<file path="src/include/carrier_pkg.sv">
`default_nettype none
package carrier_pkg;
    localparam int CLK_HZ = 40000000;
    localparam int LOW_HZ = 500;
    localparam int MID_HZ = 1000;
    localparam int HIGH_HZ = 2000;
    localparam int LOW_DIV = CLK_HZ / LOW_HZ;
    localparam int MID_DIV = CLK_HZ / MID_HZ;
    localparam int HIGH_DIV = CLK_HZ / HIGH_HZ;
    localparam int DIV_W = 17;
    localparam int STANDBY_MM = 84;
    localparam int UM_PER_STEP = 100;
    localparam int STANDBY_STEPS = (STANDBY_MM * 1000) / UM_PER_STEP;
    localparam int POS_W = 16;
    localparam int SENSOR_COUNT = 8;
    localparam int SX_PROX = 0;
    localparam int SX_STOP1 = 1;
    localparam int SX_STOP2 = 2;
    localparam int SZ_UP_HOME = 3;
    localparam int SZ_UP_LIMIT = 4;
    localparam int SZ_LO_HOME = 5;
    localparam int SZ_LO_LIMIT = 6;
    localparam int SZ_MIDDLE = 7;
    localparam logic [1:0] SPD_LOW = 2'h0;
    localparam logic [1:0] SPD_MID = 2'h1;
    localparam logic [1:0] SPD_HIGH = 2'h2;
    localparam logic SEL_HORIZ = 1'b1;
    localparam logic SEL_VERT = 1'b0;

    typedef enum logic [2:0] {
        OP_START, OP_DRAIN_LIFT, OP_AGITATE, OP_NORMAL, OP_HOME
    } vop_t;

    typedef struct packed {
        logic stop1_slit;
        logic stop2_slit;
        logic right_side;
        logic approach;
        logic centre;
        logic horiz_home;
        logic up_home;
        logic up_limit;
        logic lo_home;
        logic lo_limit;
        logic middle;
    } pos_t;

    typedef struct packed {
        logic req;
        logic horiz;
        logic dir;
        vop_t op;
        logic [POS_W-1:0] steps;
    } move_t;
endpackage : carrier_pkg
`default_nettype wire

</file>
<file path="src/rtl/sensor_sync.sv">
`default_nettype none
module sensor_sync #(
    parameter int N = carrier_pkg::SENSOR_COUNT
) (
    input wire logic sys_clk_i,
    input wire logic rst_i,
    input wire logic [N-1:0] raw_i,
    output logic [N-1:0] sync_o
);
    import carrier_pkg::*;
    typedef struct packed {
        logic [N-1:0] s1;
        logic [N-1:0] s2;
    } sync_state_t;
    sync_state_t st_r;
    sync_state_t st_nxt;
    if (N != SENSOR_COUNT) begin : g_bad_width
        $error("sensor_sync serves exactly eight inputs");
    end
    always_comb begin
        st_nxt.s1 = raw_i;
        st_nxt.s2 = st_r.s1;
    end
    always_ff @(posedge sys_clk_i) begin
        if (rst_i) begin
            st_r <= '0;
        end else begin
            st_r <= st_nxt;
        end
    end
    assign sync_o = st_r.s2;
endmodule : sensor_sync
`default_nettype wire

</file>
<file path="src/rtl/step_gen.sv">
`default_nettype none
module step_gen (
    input wire logic sys_clk_i,
    input wire logic rst_i,
    input wire logic start_i,
    input wire logic [1:0] speed_i,
    input wire logic [carrier_pkg::POS_W-1:0] steps_i,
    output logic step_o,
    output logic busy_o
);
    import carrier_pkg::*;
    typedef struct packed {
        logic [DIV_W-1:0] div;
        logic [POS_W-1:0] left;
        logic [1:0] speed;
        logic step;
        logic busy;
    } gen_state_t;
    gen_state_t st_r;
    gen_state_t st_nxt;
    logic [DIV_W-1:0] half;
    always_comb begin
        unique case (st_r.speed)
            SPD_MID: half = DIV_W'(MID_DIV / 2);
            SPD_HIGH: half = DIV_W'(HIGH_DIV / 2);
            default: half = DIV_W'(LOW_DIV / 2);
        endcase
    end
    always_comb begin
        st_nxt = st_r;
        if (!st_r.busy) begin
            st_nxt.step = 1'b0;
            if (start_i && steps_i != '0) begin
                st_nxt.busy = 1'b1;
                st_nxt.left = steps_i;
                st_nxt.speed = speed_i;
                st_nxt.div = '0;
            end
        end else if (st_r.div >= half - DIV_W'(1)) begin
            st_nxt.div = '0;
            st_nxt.step = ~st_r.step;
            if (st_r.step) begin
                st_nxt.left = st_r.left - POS_W'(1);
                if (st_r.left == POS_W'(1)) begin
                    st_nxt.busy = 1'b0;
                end
            end
        end else begin
            st_nxt.div = st_r.div + DIV_W'(1);
        end
    end
    always_ff @(posedge sys_clk_i) begin
        if (rst_i) begin
            st_r <= '0;
        end else begin
            st_r <= st_nxt;
        end
    end
    assign step_o = st_r.step;
    assign busy_o = st_r.busy;
endmodule : step_gen
`default_nettype wire

</file>
<file path="src/rtl/carrier_position_decoder.sv">
`default_nettype none
module carrier_position_decoder (
    input wire logic sys_clk_i,
    input wire logic rst_i,
    input wire logic [carrier_pkg::SENSOR_COUNT-1:0] sensor_i,
    input wire carrier_pkg::move_t move_i,
    input wire logic basket_held_i,
    output logic move_ack_o,
    output logic move_refused_o,
    output logic step_o,
    output logic axis_sel_o,
    output logic dir_o,
    output logic busy_o,
    output carrier_pkg::pos_t pos_o,
    output logic [carrier_pkg::POS_W-1:0] horiz_count_o,
    output logic [carrier_pkg::POS_W-1:0] vert_from_home_o,
    output logic standby_ok_o,
    output logic home_go_up_o
);
    import carrier_pkg::*;

    // ==========================================================
    // State
    typedef enum logic [2:0] {
        ST_IDLE, ST_PRE_VERT, ST_PRE_WAIT, ST_RUN, ST_WAIT
    } phase_t;

    typedef struct packed {
        phase_t phase;
        move_t cmd;
        logic sel;
        logic dir;
        logic [1:0] speed;
        logic gen_start;
        logic [POS_W-1:0] gen_steps;
        logic ack;
        logic refused;
        logic step_q;
        logic [POS_W-1:0] hcount;
        logic [POS_W-1:0] vcount;
        pos_t pos;
        logic standby_ok;
        logic go_up;
        logic busy;
    } top_state_t;

    top_state_t st_r;
    top_state_t st_nxt;
    logic [SENSOR_COUNT-1:0] sens;
    logic gen_step;
    logic gen_busy;
    logic at_travel_height;
    logic need_up;
    logic [POS_W-1:0] dist_home;
    logic [POS_W-1:0] dist_standby;

    // ==========================================================
    // Sensor synchroniser and step pulse generator
    sensor_sync #(.N(SENSOR_COUNT)) u_sync (
        .sys_clk_i(sys_clk_i),
        .rst_i(rst_i),
        .raw_i(sensor_i),
        .sync_o(sens)
    );

    step_gen u_gen (
        .sys_clk_i(sys_clk_i),
        .rst_i(rst_i),
        .start_i(st_r.gen_start),
        .speed_i(st_r.speed),
        .steps_i(st_r.gen_steps),
        .step_o(gen_step),
        .busy_o(gen_busy)
    );

    // ==========================================================
    // Travel height choice
    always_comb begin
        dist_home = st_r.vcount;
        if (st_r.vcount >= POS_W'(STANDBY_STEPS)) begin
            dist_standby = st_r.vcount - POS_W'(STANDBY_STEPS);
        end else begin
            dist_standby = POS_W'(STANDBY_STEPS) - st_r.vcount;
        end
        at_travel_height = st_r.pos.up_home || st_r.pos.lo_home
            || st_r.pos.up_limit || st_r.pos.lo_limit
            || (st_r.standby_ok && st_r.vcount == POS_W'(STANDBY_STEPS));
        need_up = 1'b1;
        if (!basket_held_i && dist_standby < dist_home) begin
            need_up = (st_r.vcount > POS_W'(STANDBY_STEPS));
        end
    end

    // ==========================================================
    // Next state
    always_comb begin
        st_nxt = st_r;
        st_nxt.gen_start = 1'b0;
        st_nxt.ack = 1'b0;
        st_nxt.refused = 1'b0;
        st_nxt.step_q = gen_step && (st_r.sel == SEL_HORIZ || st_r.sel == SEL_VERT);

        st_nxt.pos.right_side = sens[SX_PROX];
        st_nxt.pos.stop1_slit = ~sens[SX_STOP1];
        st_nxt.pos.stop2_slit = ~sens[SX_STOP2];
        st_nxt.pos.approach = ~sens[SX_STOP1] & sens[SX_STOP2];
        st_nxt.pos.centre = ~sens[SX_STOP1] & ~sens[SX_STOP2];
        st_nxt.pos.horiz_home = ~sens[SX_STOP1] & ~sens[SX_STOP2] & ~sens[SX_PROX];
        st_nxt.pos.up_home = sens[SZ_UP_HOME];
        st_nxt.pos.up_limit = sens[SZ_UP_LIMIT];
        st_nxt.pos.lo_home = sens[SZ_LO_HOME];
        st_nxt.pos.lo_limit = sens[SZ_LO_LIMIT];
        st_nxt.pos.middle = sens[SZ_MIDDLE];
        st_nxt.go_up = ~sens[SZ_MIDDLE];
        st_nxt.standby_ok = ~basket_held_i;

        // Falling step edge marks one finished pulse.
        if (st_r.step_q && !gen_step) begin
            if (st_r.sel == SEL_HORIZ) begin
                if (st_r.dir) begin
                    st_nxt.hcount = st_r.hcount + POS_W'(1);
                end else begin
                    st_nxt.hcount = st_r.hcount - POS_W'(1);
                end
            end else begin
                if (st_r.dir) begin
                    st_nxt.vcount = st_r.vcount - POS_W'(1);
                end else begin
                    st_nxt.vcount = st_r.vcount + POS_W'(1);
                end
            end
        end
        if (st_r.pos.horiz_home) begin
            st_nxt.hcount = '0;
        end
        if (st_r.pos.up_home || st_r.pos.lo_home) begin
            st_nxt.vcount = '0;
        end

        unique case (st_r.phase)
            ST_IDLE: begin
                if (move_i.req) begin
                    st_nxt.cmd = move_i;
                    if (move_i.horiz) begin
                        if (at_travel_height) begin
                            st_nxt.phase = ST_RUN;
                        end else begin
                            st_nxt.phase = ST_PRE_VERT;
                        end
                        st_nxt.ack = 1'b1;
                    end else if ((basket_held_i && !st_r.pos.centre)
                        || (!basket_held_i && !st_r.pos.approach
                        && move_i.op != OP_HOME)) begin
                        st_nxt.refused = 1'b1;
                    end else begin
                        st_nxt.phase = ST_RUN;
                        st_nxt.ack = 1'b1;
                    end
                end
            end
            ST_PRE_VERT: begin
                st_nxt.sel = SEL_VERT;
                st_nxt.dir = need_up;
                st_nxt.speed = SPD_HIGH;
                st_nxt.gen_steps = need_up
                    ? (dist_standby < dist_home && !basket_held_i ? dist_standby : dist_home)
                    : dist_standby;
                st_nxt.gen_start = 1'b1;
                st_nxt.phase = ST_PRE_WAIT;
            end
            ST_PRE_WAIT: begin
                if (!st_r.gen_start && !gen_busy) begin
                    st_nxt.phase = ST_RUN;
                end
            end
            ST_RUN: begin
                st_nxt.sel = st_r.cmd.horiz ? SEL_HORIZ : SEL_VERT;
                st_nxt.dir = st_r.cmd.horiz ? st_r.cmd.dir
                    : (st_r.cmd.op == OP_HOME ? st_r.go_up : st_r.cmd.dir);
                if (st_r.cmd.horiz) begin
                    st_nxt.speed = SPD_HIGH;
                end else begin
                    unique case (st_r.cmd.op)
                        OP_START: st_nxt.speed = SPD_LOW;
                        OP_DRAIN_LIFT: st_nxt.speed = SPD_LOW;
                        OP_AGITATE: st_nxt.speed = SPD_MID;
                        default: st_nxt.speed = SPD_HIGH;
                    endcase
                end
                st_nxt.gen_steps = st_r.cmd.steps;
                st_nxt.gen_start = 1'b1;
                st_nxt.phase = ST_WAIT;
            end
            ST_WAIT: begin
                if (!st_r.gen_start && !gen_busy) begin
                    st_nxt.phase = ST_IDLE;
                end
            end
            default: st_nxt.phase = ST_IDLE;
        endcase
        st_nxt.busy = (st_nxt.phase != ST_IDLE);
    end

    always_ff @(posedge sys_clk_i) begin
        if (rst_i) begin
            st_r <= '0;
            st_r.phase <= ST_IDLE;
        end else begin
            st_r <= st_nxt;
        end
    end

    // ==========================================================
    // Outputs
    assign move_ack_o = st_r.ack;
    assign move_refused_o = st_r.refused;
    assign step_o = st_r.step_q;
    assign axis_sel_o = st_r.sel;
    assign dir_o = st_r.dir;
    assign busy_o = st_r.busy;
    assign pos_o = st_r.pos;
    assign horiz_count_o = st_r.hcount;
    assign vert_from_home_o = st_r.vcount;
    assign standby_ok_o = st_r.standby_ok;
    assign home_go_up_o = st_r.go_up;
endmodule : carrier_position_decoder
`default_nettype wire

</file>
<file path="config.mk">
export PLATFORM = sky130hd
export DESIGN_NAME = carrier_position_decoder
export DESIGN_NICKNAME = d
export VERILOG_FILES = /design/src/include/carrier_pkg.sv /design/src/rtl/sensor_sync.sv /design/src/rtl/step_gen.sv /design/src/rtl/carrier_position_decoder.sv
export SDC_FILE = /design/constraint.sdc
export NUM_CORES = 1
export LEC_CHECK = 0
export BUFFER_PORTS_ARGS = -buffer_cell sky130_fd_sc_hd__buf_2
export CELL_PAD_IN_SITES_DETAIL_PLACEMENT = 1
export CELL_PAD_IN_SITES_GLOBAL_PLACEMENT = 1
export CORE_UTILIZATION = 46
export CTS_BUF_LIST = sky130_fd_sc_hd__clkbuf_4
export DETAILED_ROUTE_END_ITERATION = 8
export PLACE_DENSITY_LB_ADDON = 0.1
export SYNTH_ARGS = -nofsm -noshare
export SYNTH_HDL_FRONTEND = slang
export SYNTH_SLANG_ARGS = --single-unit
export TNS_END_PERCENT = 5
</file>
<file path="constraint.sdc">
create_clock -name sys_clk_i -period 4.4 [get_ports sys_clk_i]
set_input_delay 1.1 -clock sys_clk_i [delete_from_list [all_inputs] [get_ports sys_clk_i]]
set_output_delay 1.1 -clock sys_clk_i [all_outputs]
set_load 0.05 [all_outputs]
</file>
After elaboration in Yosys (flattened, before gate mapping):

Index checks and enable logic that the tools add are counted.

* bits in latches: 0
* memory bits (read-only): 0
* memory bits (writable): 0
* memories: 0
* flip-flop bits (word level): 148
* input bits: 33
* output and inout bits: 51

* multipliers: 0
* divide/modulo/power cells: 0
* add/subtract/negate cells: 9
* bitwise gates (word level): 13
* equal/unequal tests: 14
* shift operators: 0
* muxes and demuxes: 33
* magnitude comparators: 4
* reductions and logical operators: 36

Operators by type and width (count)
* $mux W16: 7
* $sub A16 B1 Y16 const B: 3
* $pmux W21 S2: 1
* $mux W35: 1
* $mux W33: 1
* $add A16 B1 Y16 const B: 2
* $pmux W16 S2: 1
* $mux W25: 1
* $add A17 B1 Y17 const B: 1
* $ge A17 B17 Y1: 1
* $mux W17: 1
* $sub A16 B1 Y17 const B: 1
* $eq A16 B1 Y1 const B: 1
* $eq A16 B10 Y1 const B: 1
* $ge A16 B10 Y1 const B: 1
* $gt A16 B10 Y1 const B: 1
* $lt A16 B16 Y1: 1
* $reduce_bool A16 Y1: 1
* $sub A10 B16 Y16 const A: 1
* $sub A16 B10 Y16 const B: 1
* $pmux W3 S5: 1
* $mux W1: 12
* $mux W3: 4
* $not A1 Y1: 10
* 22 further kinds: 53

Depth between registers and ports, before layout:

Gate-level depths: netlist of run 1.

* depth in word-level cells: 9
* depth in mapped cells: 18

Cells and area by module:

A second synthesis of run 1 with hierarchy kept.

* cells, all modules: 1094
* area, all modules: 8992.4 um^2

By module, submodules not included
* carrier_position_decoder: instances 1, sequential area each 1881.8 um^2, cells an instance 775, area each 6120.9 um^2
* step_gen: instances 1, sequential area each 740.7 um^2, cells an instance 286, area each 2407.3 um^2
* sensor_sync: instances 1, sequential area each 320.3 um^2, cells an instance 33, area each 464.2 um^2

Worst setup path after synthesis of run 1:

No wires, ideal clock.

* path kind: reg-to-reg
* start point: register st_r, in the netlist vert_from_home_o[10]
* end point: register st_r[55] (netlist bit)
* stages on the path, launching flop included: 17
* clock period less this slack: 3.586 ns
* path buffers: 2
* setup time: 0.134 ns
* path slack: 0.814 ns
* required time: 4.266 ns
* arrival: 3.452 ns
* path through: dfxtp_1 -> or4_1 -> or3_1 -> buf_6 -> nor2_2 -> o211ai_1 -> a21o_1 -> xnor2_1 -> ha_1 -> nand4_1 -> a2111oi_0 -> o31ai_1 -> nand3_2 -> buf_6 -> nor2_1 -> xnor2_1 -> o22ai_1

* word-level cells in the longest chain between the ends: 7
* elaborated cells on any way between the ends: 11
* classes of those cells: 2 x add/sub; 3 x order compare; 5 x mux; 1 x reduce/logical

Ends and longest elaborated chain
* start, declared: RTL line carrier_position_decoder.sv:47 `top_state_t st_r;`
* start signal, assigned: RTL line carrier_position_decoder.sv:209 `st_r <= st_nxt;`
* $sub A10 B16 Y16 (tied with other cells): RTL line carrier_position_decoder.sv:83 `dist_standby = POS_W'(STANDBY_STEPS) - st_r.vcount;`
* $mux W16: RTL line carrier_position_decoder.sv:80 `if (st_r.vcount >= POS_W'(STANDBY_STEPS)) begin`
* $lt A16 B16 Y1: RTL line carrier_position_decoder.sv:89, carrier_position_decoder.sv:166
* $logic_and A1 B1 Y1: RTL line carrier_position_decoder.sv:89, carrier_position_decoder.sv:166
* $mux W16 / $mux W1 (equally long branches): RTL line carrier_position_decoder.sv:166, carrier_position_decoder.sv:89
* $mux W16 *: RTL line carrier_position_decoder.sv:166 `? (dist_standby < dist_home && !basket_held_i ? dist_standby : dist_home)`
* $pmux W21 S2 *: RTL line carrier_position_decoder.sv:140 `unique case (st_r.phase)`

Mark *: on every way between the ends. The rest lies on a longest branch, timed or not.
A chain may end at the register's enable or synchronous reset.

Worst setup path in the final report of run 1:

* start point: register st_r, in the netlist vert_from_home_o[11]
* end point: register st_r[64] (netlist bit)

The elaborated chain is that of the path after synthesis.

==> run summary, run 1 <==
Final WL -> 23500 um
H-tree levels -> 4
GRT Total Usage -> 24.5%
Final setup fails -> 0
Dominant cells by area after synthesis -> dfxtp_1 33%, ha_1 9.1%, nand2_1 5.6%
Yosys warns -> 0
First-pass GRT wire length -> 39100 um
Avg WL per Cell -> 17.0 um
Xor/xnor cell area share of the yosys netlist -> 5.94%
Hold WC Path Type -> reg -> reg
Crit end category -> flop
Post-synth EDFFs -> 0
Reg clk slew, reported paths -> 0.15 ns
Critical Path AT -> 4.46 ns
Layout area overhead -> 7.74%
Initial antenna violation count -> 1
Drt first-iter violations -> 316
Antenna-violating nets left -> 0
Final Slew Violations -> 0
CP Class -> reg -> reg
CP Launch Type -> flop
Synth Area in Compound Gates -> 20.6%
Status -> completed
Peak VDD IR -> 144 uV
CTS tree -> yes
Cell variety after synth -> 72
Post-DP HPWL -> 17500 um
Row count -> 50
Total leakage power -> 0.00394 uW
Die width -> 141 um
Post-Syn Area -> 8840 um2
Area of the multi-input gates -> 5250 um2
Placed cells -> 1347
Vias in the first global route -> 7769
Clock Path Buffers -> 2
Fin cells -> 1383
Worst Tran Pin Value -> 1.07 ns
RSZ-0062 raised after global routing -> no
PostCTS Resize Cnt -> 0
Seq/Total Area, Yosys -> 33.3%
CTS root buffer -> clkbuf_4
# DRC -> 0
Share of the synthesized area in the top cell type -> 33.3%
CP required -> 4.85 ns
Synth Register Bits -> 147
CORE AREA -> 18800 um2
Setup TNS -> 0 ns
Via density -> 5.71
Die area -> 19800 um2
Crit-path max FO -> 8
Register area -> 2940 um2
Share of cells above drive strength 1 -> 14.5%
Largest family of logic cells by synthesized area -> simple AND/OR/NAND/NOR gates
Synth Area in Adders -> 9.51%
Post-Syn Instances -> 1100
PnR worst setup slack -> 0.388 ns
Simple-Gate Fraction of Synth Area -> 22.1%
CTS buffer count -> 17
Multiplexer area fraction after synthesis -> 0.920%
Place WS -> 0.293 ns
RePlAce Congestion -> 0.886
Minimum clock period -> 4.01 ns
Filler cell count -> 2317
Async SR Flop Fraction -> 0%
MaxCap Viol Count -> 0
Power per standard cell area -> 292 nW/um2
Highest clock rate -> 249 MHz
Clk Latency, worst-skew pair -> 0.56 ns
Period utilization -> 91.2%
Num ports -> 84
Die H -> 141 um
Syn avg cell area -> 8.04 um2
Largest net degree at the start of global routing -> 58
Worst clock skew -> 0.0241 ns
Via count -> 7891
DR pass1 iterations -> 4
Initial Util -> 47.1%
Final Hold Vio Count -> 0
Synth Flop Type -> dfxtp_1
TritonCTS Sinks -> 147
Port buffer count -> 83
Synth area leader -> dfxtp_1
Slew margin rel. -> 28.7%
Grt ovf -> 0
Final #Nets -> 1234
-- synthesized netlist by cell type, types with 4 or more instances --
library cell and number:
a211oi_1 28, a21o_1 7, a21oi_1 88, a221oi_1 5, a31oi_1 4, and3_1 20, buf_1 5, buf_4 44
clkbuf_1 42, dfxtp_1 147, ha_1 64, inv_1 35, mux2i_1 7, nand2_1 133, nand2b_1 11, nand3_1 22
nand4_1 10, nor2_1 88, nor2b_1 33, nor3_1 25, nor4_1 13, o211ai_1 9, o21a_1 10, o21ai_0 65
o22ai_1 19, o31ai_1 12, or2_2 5, or3_1 10, or4_1 4, xnor2_1 41, xor2_1 19
-- cell type report --
cell class | count | share of cell area (%)
antenna | 1 | 0.0263
clock inverter | 14 | 1.64
tap | 234 | 3.07
multi-input combinational | 825 | 55.1
clock buffer | 18 | 1.42
inverter | 35 | 1.38
timing repair buffer | 109 | 6.44
sequential | 147 | 30.9
-- logic make-up after synthesis --
logic type,Yosys count
XOR/XNOR,60
other,2
AND/OR/NAND/NOR,400
multiplexers,8
flip-flops,147
buffers and inverters,129
AO/OA/AOI/OAI,288
adder cells (fa/ha/maj),66
-- final timing paths --
check                                                       start                      end  slack [ns]  depth (start not counted)
worst min-delay path                  u_sync.sync_o[7]$_SDFF_PP0_  home_go_up_o$_SDFF_PP0_        0.42                          1
worst max-delay path            vert_from_home_o[11]$_SDFFE_PP0P_    st_r[64]$_SDFFE_PP0P_        0.39                         15
worst min register to register        u_sync.sync_o[7]$_SDFF_PP0_  home_go_up_o$_SDFF_PP0_        0.42                          1
worst max register to register  vert_from_home_o[11]$_SDFFE_PP0P_    st_r[64]$_SDFFE_PP0P_        0.39                         15
-- repair_timing --
action | CTS | global route
hold buffers | 0 | 0
setup buffers | 0 | 3
endpoints found under the setup margin | 0 | 2
-- state kept, by name (all words and copies together), names as in the netlist --
register	cells
axis_sel_o	1
busy_o	1
dir_o	1
home_go_up_o	1
horiz_count_o	16
move_ack_o	1
move_refused_o	1
pos_o	11
st_r	43
standby_ok_o	1
step_o	1
u_gen.busy_o	1
u_gen.st_r	35
u_gen.step_o	1
u_sync.st_nxt	8
u_sync.sync_o	8
vert_from_home_o	16
-- cells in the final DEF (no fill, tap or decap), types with 4 or more instances in the layout --
master / n
nand3_1: 22
buf_2: 82
nand2b_1: 11
o21ai_0: 65
or3_1: 10
o211ai_1: 9
mux2i_1: 7
ha_1: 64
o21a_1: 10
or4_1: 4
clkbuf_4: 18
a21o_1: 7
clkinvlp_4: 6
a221oi_1: 5
nor4_1: 13
nor2b_1: 33
nand4_1: 10
a21oi_1: 88
dfxtp_1: 147
inv_1: 35
o31ai_1: 12
o22ai_1: 19
a31oi_1: 4
xor2_1: 19
nand2_1: 133
a211oi_1: 28
xnor2_1: 41
nor3_1: 25
or2_2: 5
and3_1: 20
nor2_1: 88
buf_4: 27
-- where the power goes --
group / total (uW) / switching (uW) / internal, uW
registers: 1430 / 46.8 / 1380
logic: 459 / 302 / 158
clock network: 898 / 549 / 350
-- per-stage QoR --
stage               instance area [um2]  util, %  hold WS [ns]  total power [uW]
global route                       9520     50.7         0.428              2930
global placement                   9210     49.1         0.402              1910
finish                             9520     50.7         0.423              2790
CTS                                9500     50.6         0.422              2810
floorplan                          8840        -         0.385              1790
detailed placement                 9210     49.1         0.403              1920
-- worst max-delay path: stages (launching register included) --
cell and delay [ns]:
dfxtp_1 0.39, or4_1 0.56, or3_1 0.47, nor2_2 0.25
buf_4 0.17, mux2i_1 0.31, xnor2_1 0.11, ha_1 0.29
nand4_1 0.11, a2111oi_0 0.40, o31ai_1 0.16, nand3_2 0.14
buf_4 0.18, o21bai_1 0.13, xnor2_1 0.13, o22ai_1 0.09
-- layer usage --
metal	vias to the layer above	global-route usage [%]	routed length [um]
met5	-	0	0
met4	0	8.24	471
met3	31	2.99	546
met2	121	41.0	10900
met1	3794	32.7	11600
li1	3945	-	-
Power figures use the tool's default switching activity.
==> inputs of run 2 (changes only) <==
--- a/config.mk
+++ b/config.mk
@@ -8,11 +8,12 @@
 export BUFFER_PORTS_ARGS = -buffer_cell sky130_fd_sc_hd__buf_2
 export CELL_PAD_IN_SITES_DETAIL_PLACEMENT = 1
 export CELL_PAD_IN_SITES_GLOBAL_PLACEMENT = 1
-export CORE_UTILIZATION = 46
+export CORE_UTILIZATION = 47
 export CTS_BUF_LIST = sky130_fd_sc_hd__clkbuf_4
 export DETAILED_ROUTE_END_ITERATION = 8
 export PLACE_DENSITY_LB_ADDON = 0.1
 export SYNTH_ARGS = -nofsm -noshare
 export SYNTH_HDL_FRONTEND = slang
+export SYNTH_HIERARCHICAL = 1
 export SYNTH_SLANG_ARGS = --single-unit
 export TNS_END_PERCENT = 5
==> run 2 against run 1 <==
Against the previous run:
- worst hold slack gained 0.0037 ns
- power grew 3.1%
- final cell count shrank 0.87%
- combinational power grew 9.8%
- synthesized area grew 1.7%
- synthesized cell count shrank 0.55%
- critical path type unchanged
==> run summary, run 2 <==
Max reg flops -> 43
Clock Power Share -> 32.6%
H-tree levels -> 4
Worst R2R Path Depth -> 17
Post-CTS Setup Inserts -> 0
Top Registers -> st_r x43, u_gen/st_r x35
Reg clk slew, reported paths -> 0.14 ns
Power per standard cell area -> 299 nW/um2
Final WL -> 23900 um
Post-synth EDFFs -> 0
Internal power -> 1930 uW
Hold WC Path Type -> reg -> reg
Highest clock rate -> 255 MHz
Max stage delay on crit path -> 0.36 ns
Initial Util -> 48.1%
Die width -> 140 um
DR pass1 iterations -> 4
Period utilization -> 89.2%
Drt first-iter violations -> 296
Final Slew Violations -> 0
CP Class -> reg -> reg
Synth area leader -> dfxtp_1
Filler cell count -> 2289
Most frequent cells in the layout -> 147 x dfxtp_1, 129 x nand2_1, 107 x a21oi_1
Async SR Flop Fraction -> 0%
Critical R2R Capture -> st_r[58]$_SDFFE_PP0P_
Status -> completed
Post-Syn Instances -> 1094
Antenna-violating nets left -> 0
Clk Latency, worst-skew pair -> 0.58 ns
GRT Total Usage -> 25.2%
Share of the synthesized area in the top cell type -> 32.7%
# DRC -> 0
CP Cell Sequence -> inv_1, ha_1, nor4b_1, o21ai_0, a21oi_1, o31a_1, nor3_1, xnor2_1, ha_1, a211oi_1, o211a_1, o31ai_1, a21oi_2, buf_4, and2b_1, xnor2_1, o22ai_1
Synth Register Bits -> 147
Critical Path AT -> 4.38 ns
Peak VDD IR -> 290 uV
Design Area, Final -> 9600 um2
Initial antenna violation count -> 1
Top cells by instance count after synthesis -> 147 x dfxtp_1, 129 x nand2_1, 107 x a21oi_1, 86 x nor2_1, 64 x ha_1
R2r setup slk -> 0.47 ns
Share of cells above drive strength 1 -> 15.1%
Most common cell after layout, fill and taps aside -> dfxtp_1
Port buffer count -> 83
Crit end category -> flop
Yosys warns -> 6
Gate power share -> 17.6%
Vias in the first global route -> 8034
Synth Flop Type -> dfxtp_1
Syn avg cell area -> 8.22 um2
Post-Syn Area -> 8990 um2
Slew margin rel. -> 36.0%
CP Launch Type -> flop
TritonCTS Sinks -> 147
First-pass GRT wire length -> 39800 um
RePlAce Congestion -> 0.821
Die H -> 140 um
MaxCap Viol Count -> 0
Final #Nets -> 1222
Post-CTS Hold Buffers -> 0
Layout area overhead -> 6.72%
Core Util, Final -> 51.3%
Worst clock skew -> 0.0225 ns
CTS root buffer -> clkbuf_4
Reg-to-Reg Start -> vert_from_home_o[4]$_SDFFE_PP0P_
Dominant cells by area after synthesis -> dfxtp_1 33%, ha_1 8.9%, a21oi_1 6.0%
Final Hold Vio Count -> 0
CORE AREA -> 18700 um2
Avg WL per Cell -> 17.4 um
Switching share of power -> 32.7%
P_sw -> 939 uW
Biggest register -> st_r
Crit-path max FO -> 13
Hold depth -> 1
Via count -> 7949
Num ports -> 84
Clock Path Buffers -> 2
Setup TNS -> 0 ns
Placed Area -> 9290 um2
Most common cell in the netlist -> dfxtp_1
Largest net degree at the start of global routing -> 46
Row count -> 50
Worst Tran Pin Value -> 0.958 ns
Total leakage power -> 0.00402 uW
Die area -> 19700 um2
CTS buffer count -> 17
Hold_sp -> u_sync/sync_o[7]$_SDFF_PP0_
Seq/Total Area, Yosys -> 32.7%
Seq pwr share -> 49.9%
CP required -> 4.86 ns
Final setup fails -> 0
CP max-delay cell -> dfxtp_1
Fin cells -> 1371
Worst Hold End -> home_go_up_o$_SDFF_PP0_
RSZ-0062 raised after global routing -> no
PostCTS Resize Cnt -> 0
CTS tree -> yes
Cell variety after synth -> 81
Via density -> 5.80
Minimum clock period -> 3.93 ns
Grt ovf -> 0
Placed cells -> 1338
Post-DP HPWL -> 18000 um
[run 2: cell count changes after synthesis, sizes merged, moves of 6 or more]
cell / before / now
buf: 52 / 59
a211oi: 31 / 17
clkbuf: 42 / 33
nor2b: 33 / 24
o21ai: 66 / 39
a31oi: 4 / 15
a41oi: 1 / 7
and2b: 0 / 10
a21oi: 88 / 108
[run 2: logic make-up after synthesis]
logic type	after synthesis	synth area share, %
buffers and inverters	132	7.90
other	2	0.0835
AOI/OAI and AO/OA	289	21.4
xor gates and xnor gates	57	5.55
adders and majority gates	66	9.35
and+or+nand+nor	398	22.6
muxes	3	0.348
DFF	147	32.7
[run 2: final cells by class]
class,count,area (um2),area share (%)
repair buffers,101,553,5.76
flip-flops and latches,147,2940,30.7
multi-input cells,816,5350,55.8
well taps,234,293,3.05
diodes,1,2.50,0.0261
clock buffers,18,135,1.41
inverters,40,150,1.56
clock inverters,14,166,1.73
[run 2: layer usage]
metal / up-vias / track usage [%] / part of all wire, %
met5: - / 0 / 0
met4: 0 / 8.04 / 2.1
met3: 30 / 4.07 / 3.6
met2: 137 / 43.1 / 47
met1: 3846 / 32.2 / 47
li1: 3936 / - / -
[run 2: worst max-delay path by stage]
stage / startpoint / end / slack, ns / cells after the start
2_1_floorplan: vert_from_home_o[3]$_SDFFE_PP0P_ / st_r[60]$_SDFFE_PP0P_ / 0.79 / 17
3_3_place_gp: vert_from_home_o[4]$_SDFFE_PP0P_ / st_r[58]$_SDFFE_PP0P_ / 0.68 / 17
3_5_place_dp: vert_from_home_o[4]$_SDFFE_PP0P_ / st_r[63]$_SDFFE_PP0P_ / 0.54 / 17
4_1_cts: vert_from_home_o[4]$_SDFFE_PP0P_ / st_r[63]$_SDFFE_PP0P_ / 0.46 / 17
5_1_grt: vert_from_home_o[4]$_SDFFE_PP0P_ / st_r[63]$_SDFFE_PP0P_ / 0.14 / 17
6_report: vert_from_home_o[4]$_SDFFE_PP0P_ / st_r[58]$_SDFFE_PP0P_ / 0.47 / 17
[run 2: power groups by stage]
stage | Sequential, uW | Combinational, uW | Clock (uW)
6_report | 1430 | 504 | 935
5_1_grt | 1440 | 566 | 1010
4_1_cts | 1430 | 507 | 963
3_5_place_dp | 1460 | 506 | 0
3_3_place_gp | 1460 | 496 | 0
2_1_floorplan | 1460 | 371 | 0
[run 2: through the flow]
stage	power (uW)	setup slack (ns)	hold WS (ns)
detailed placement	1970	0.541	0.407
finish	2870	0.474	0.427
global placement	1960	0.677	0.396
global route	3020	0.135	0.461
CTS	2900	0.459	0.429
floorplan	1830	0.789	0.385
[run 2: critical path: cells and delay by family, from the launching register on]
kind,cells,cell delay [ns]
XOR/XNOR,2,0.29
AO/OA/AOI/OAI,8,1.70
adder cells (fa/ha/maj),2,0.47
flip-flops,1,0.36
buffers and inverters,2,0.35
AND/OR/NAND/NOR,3,0.64
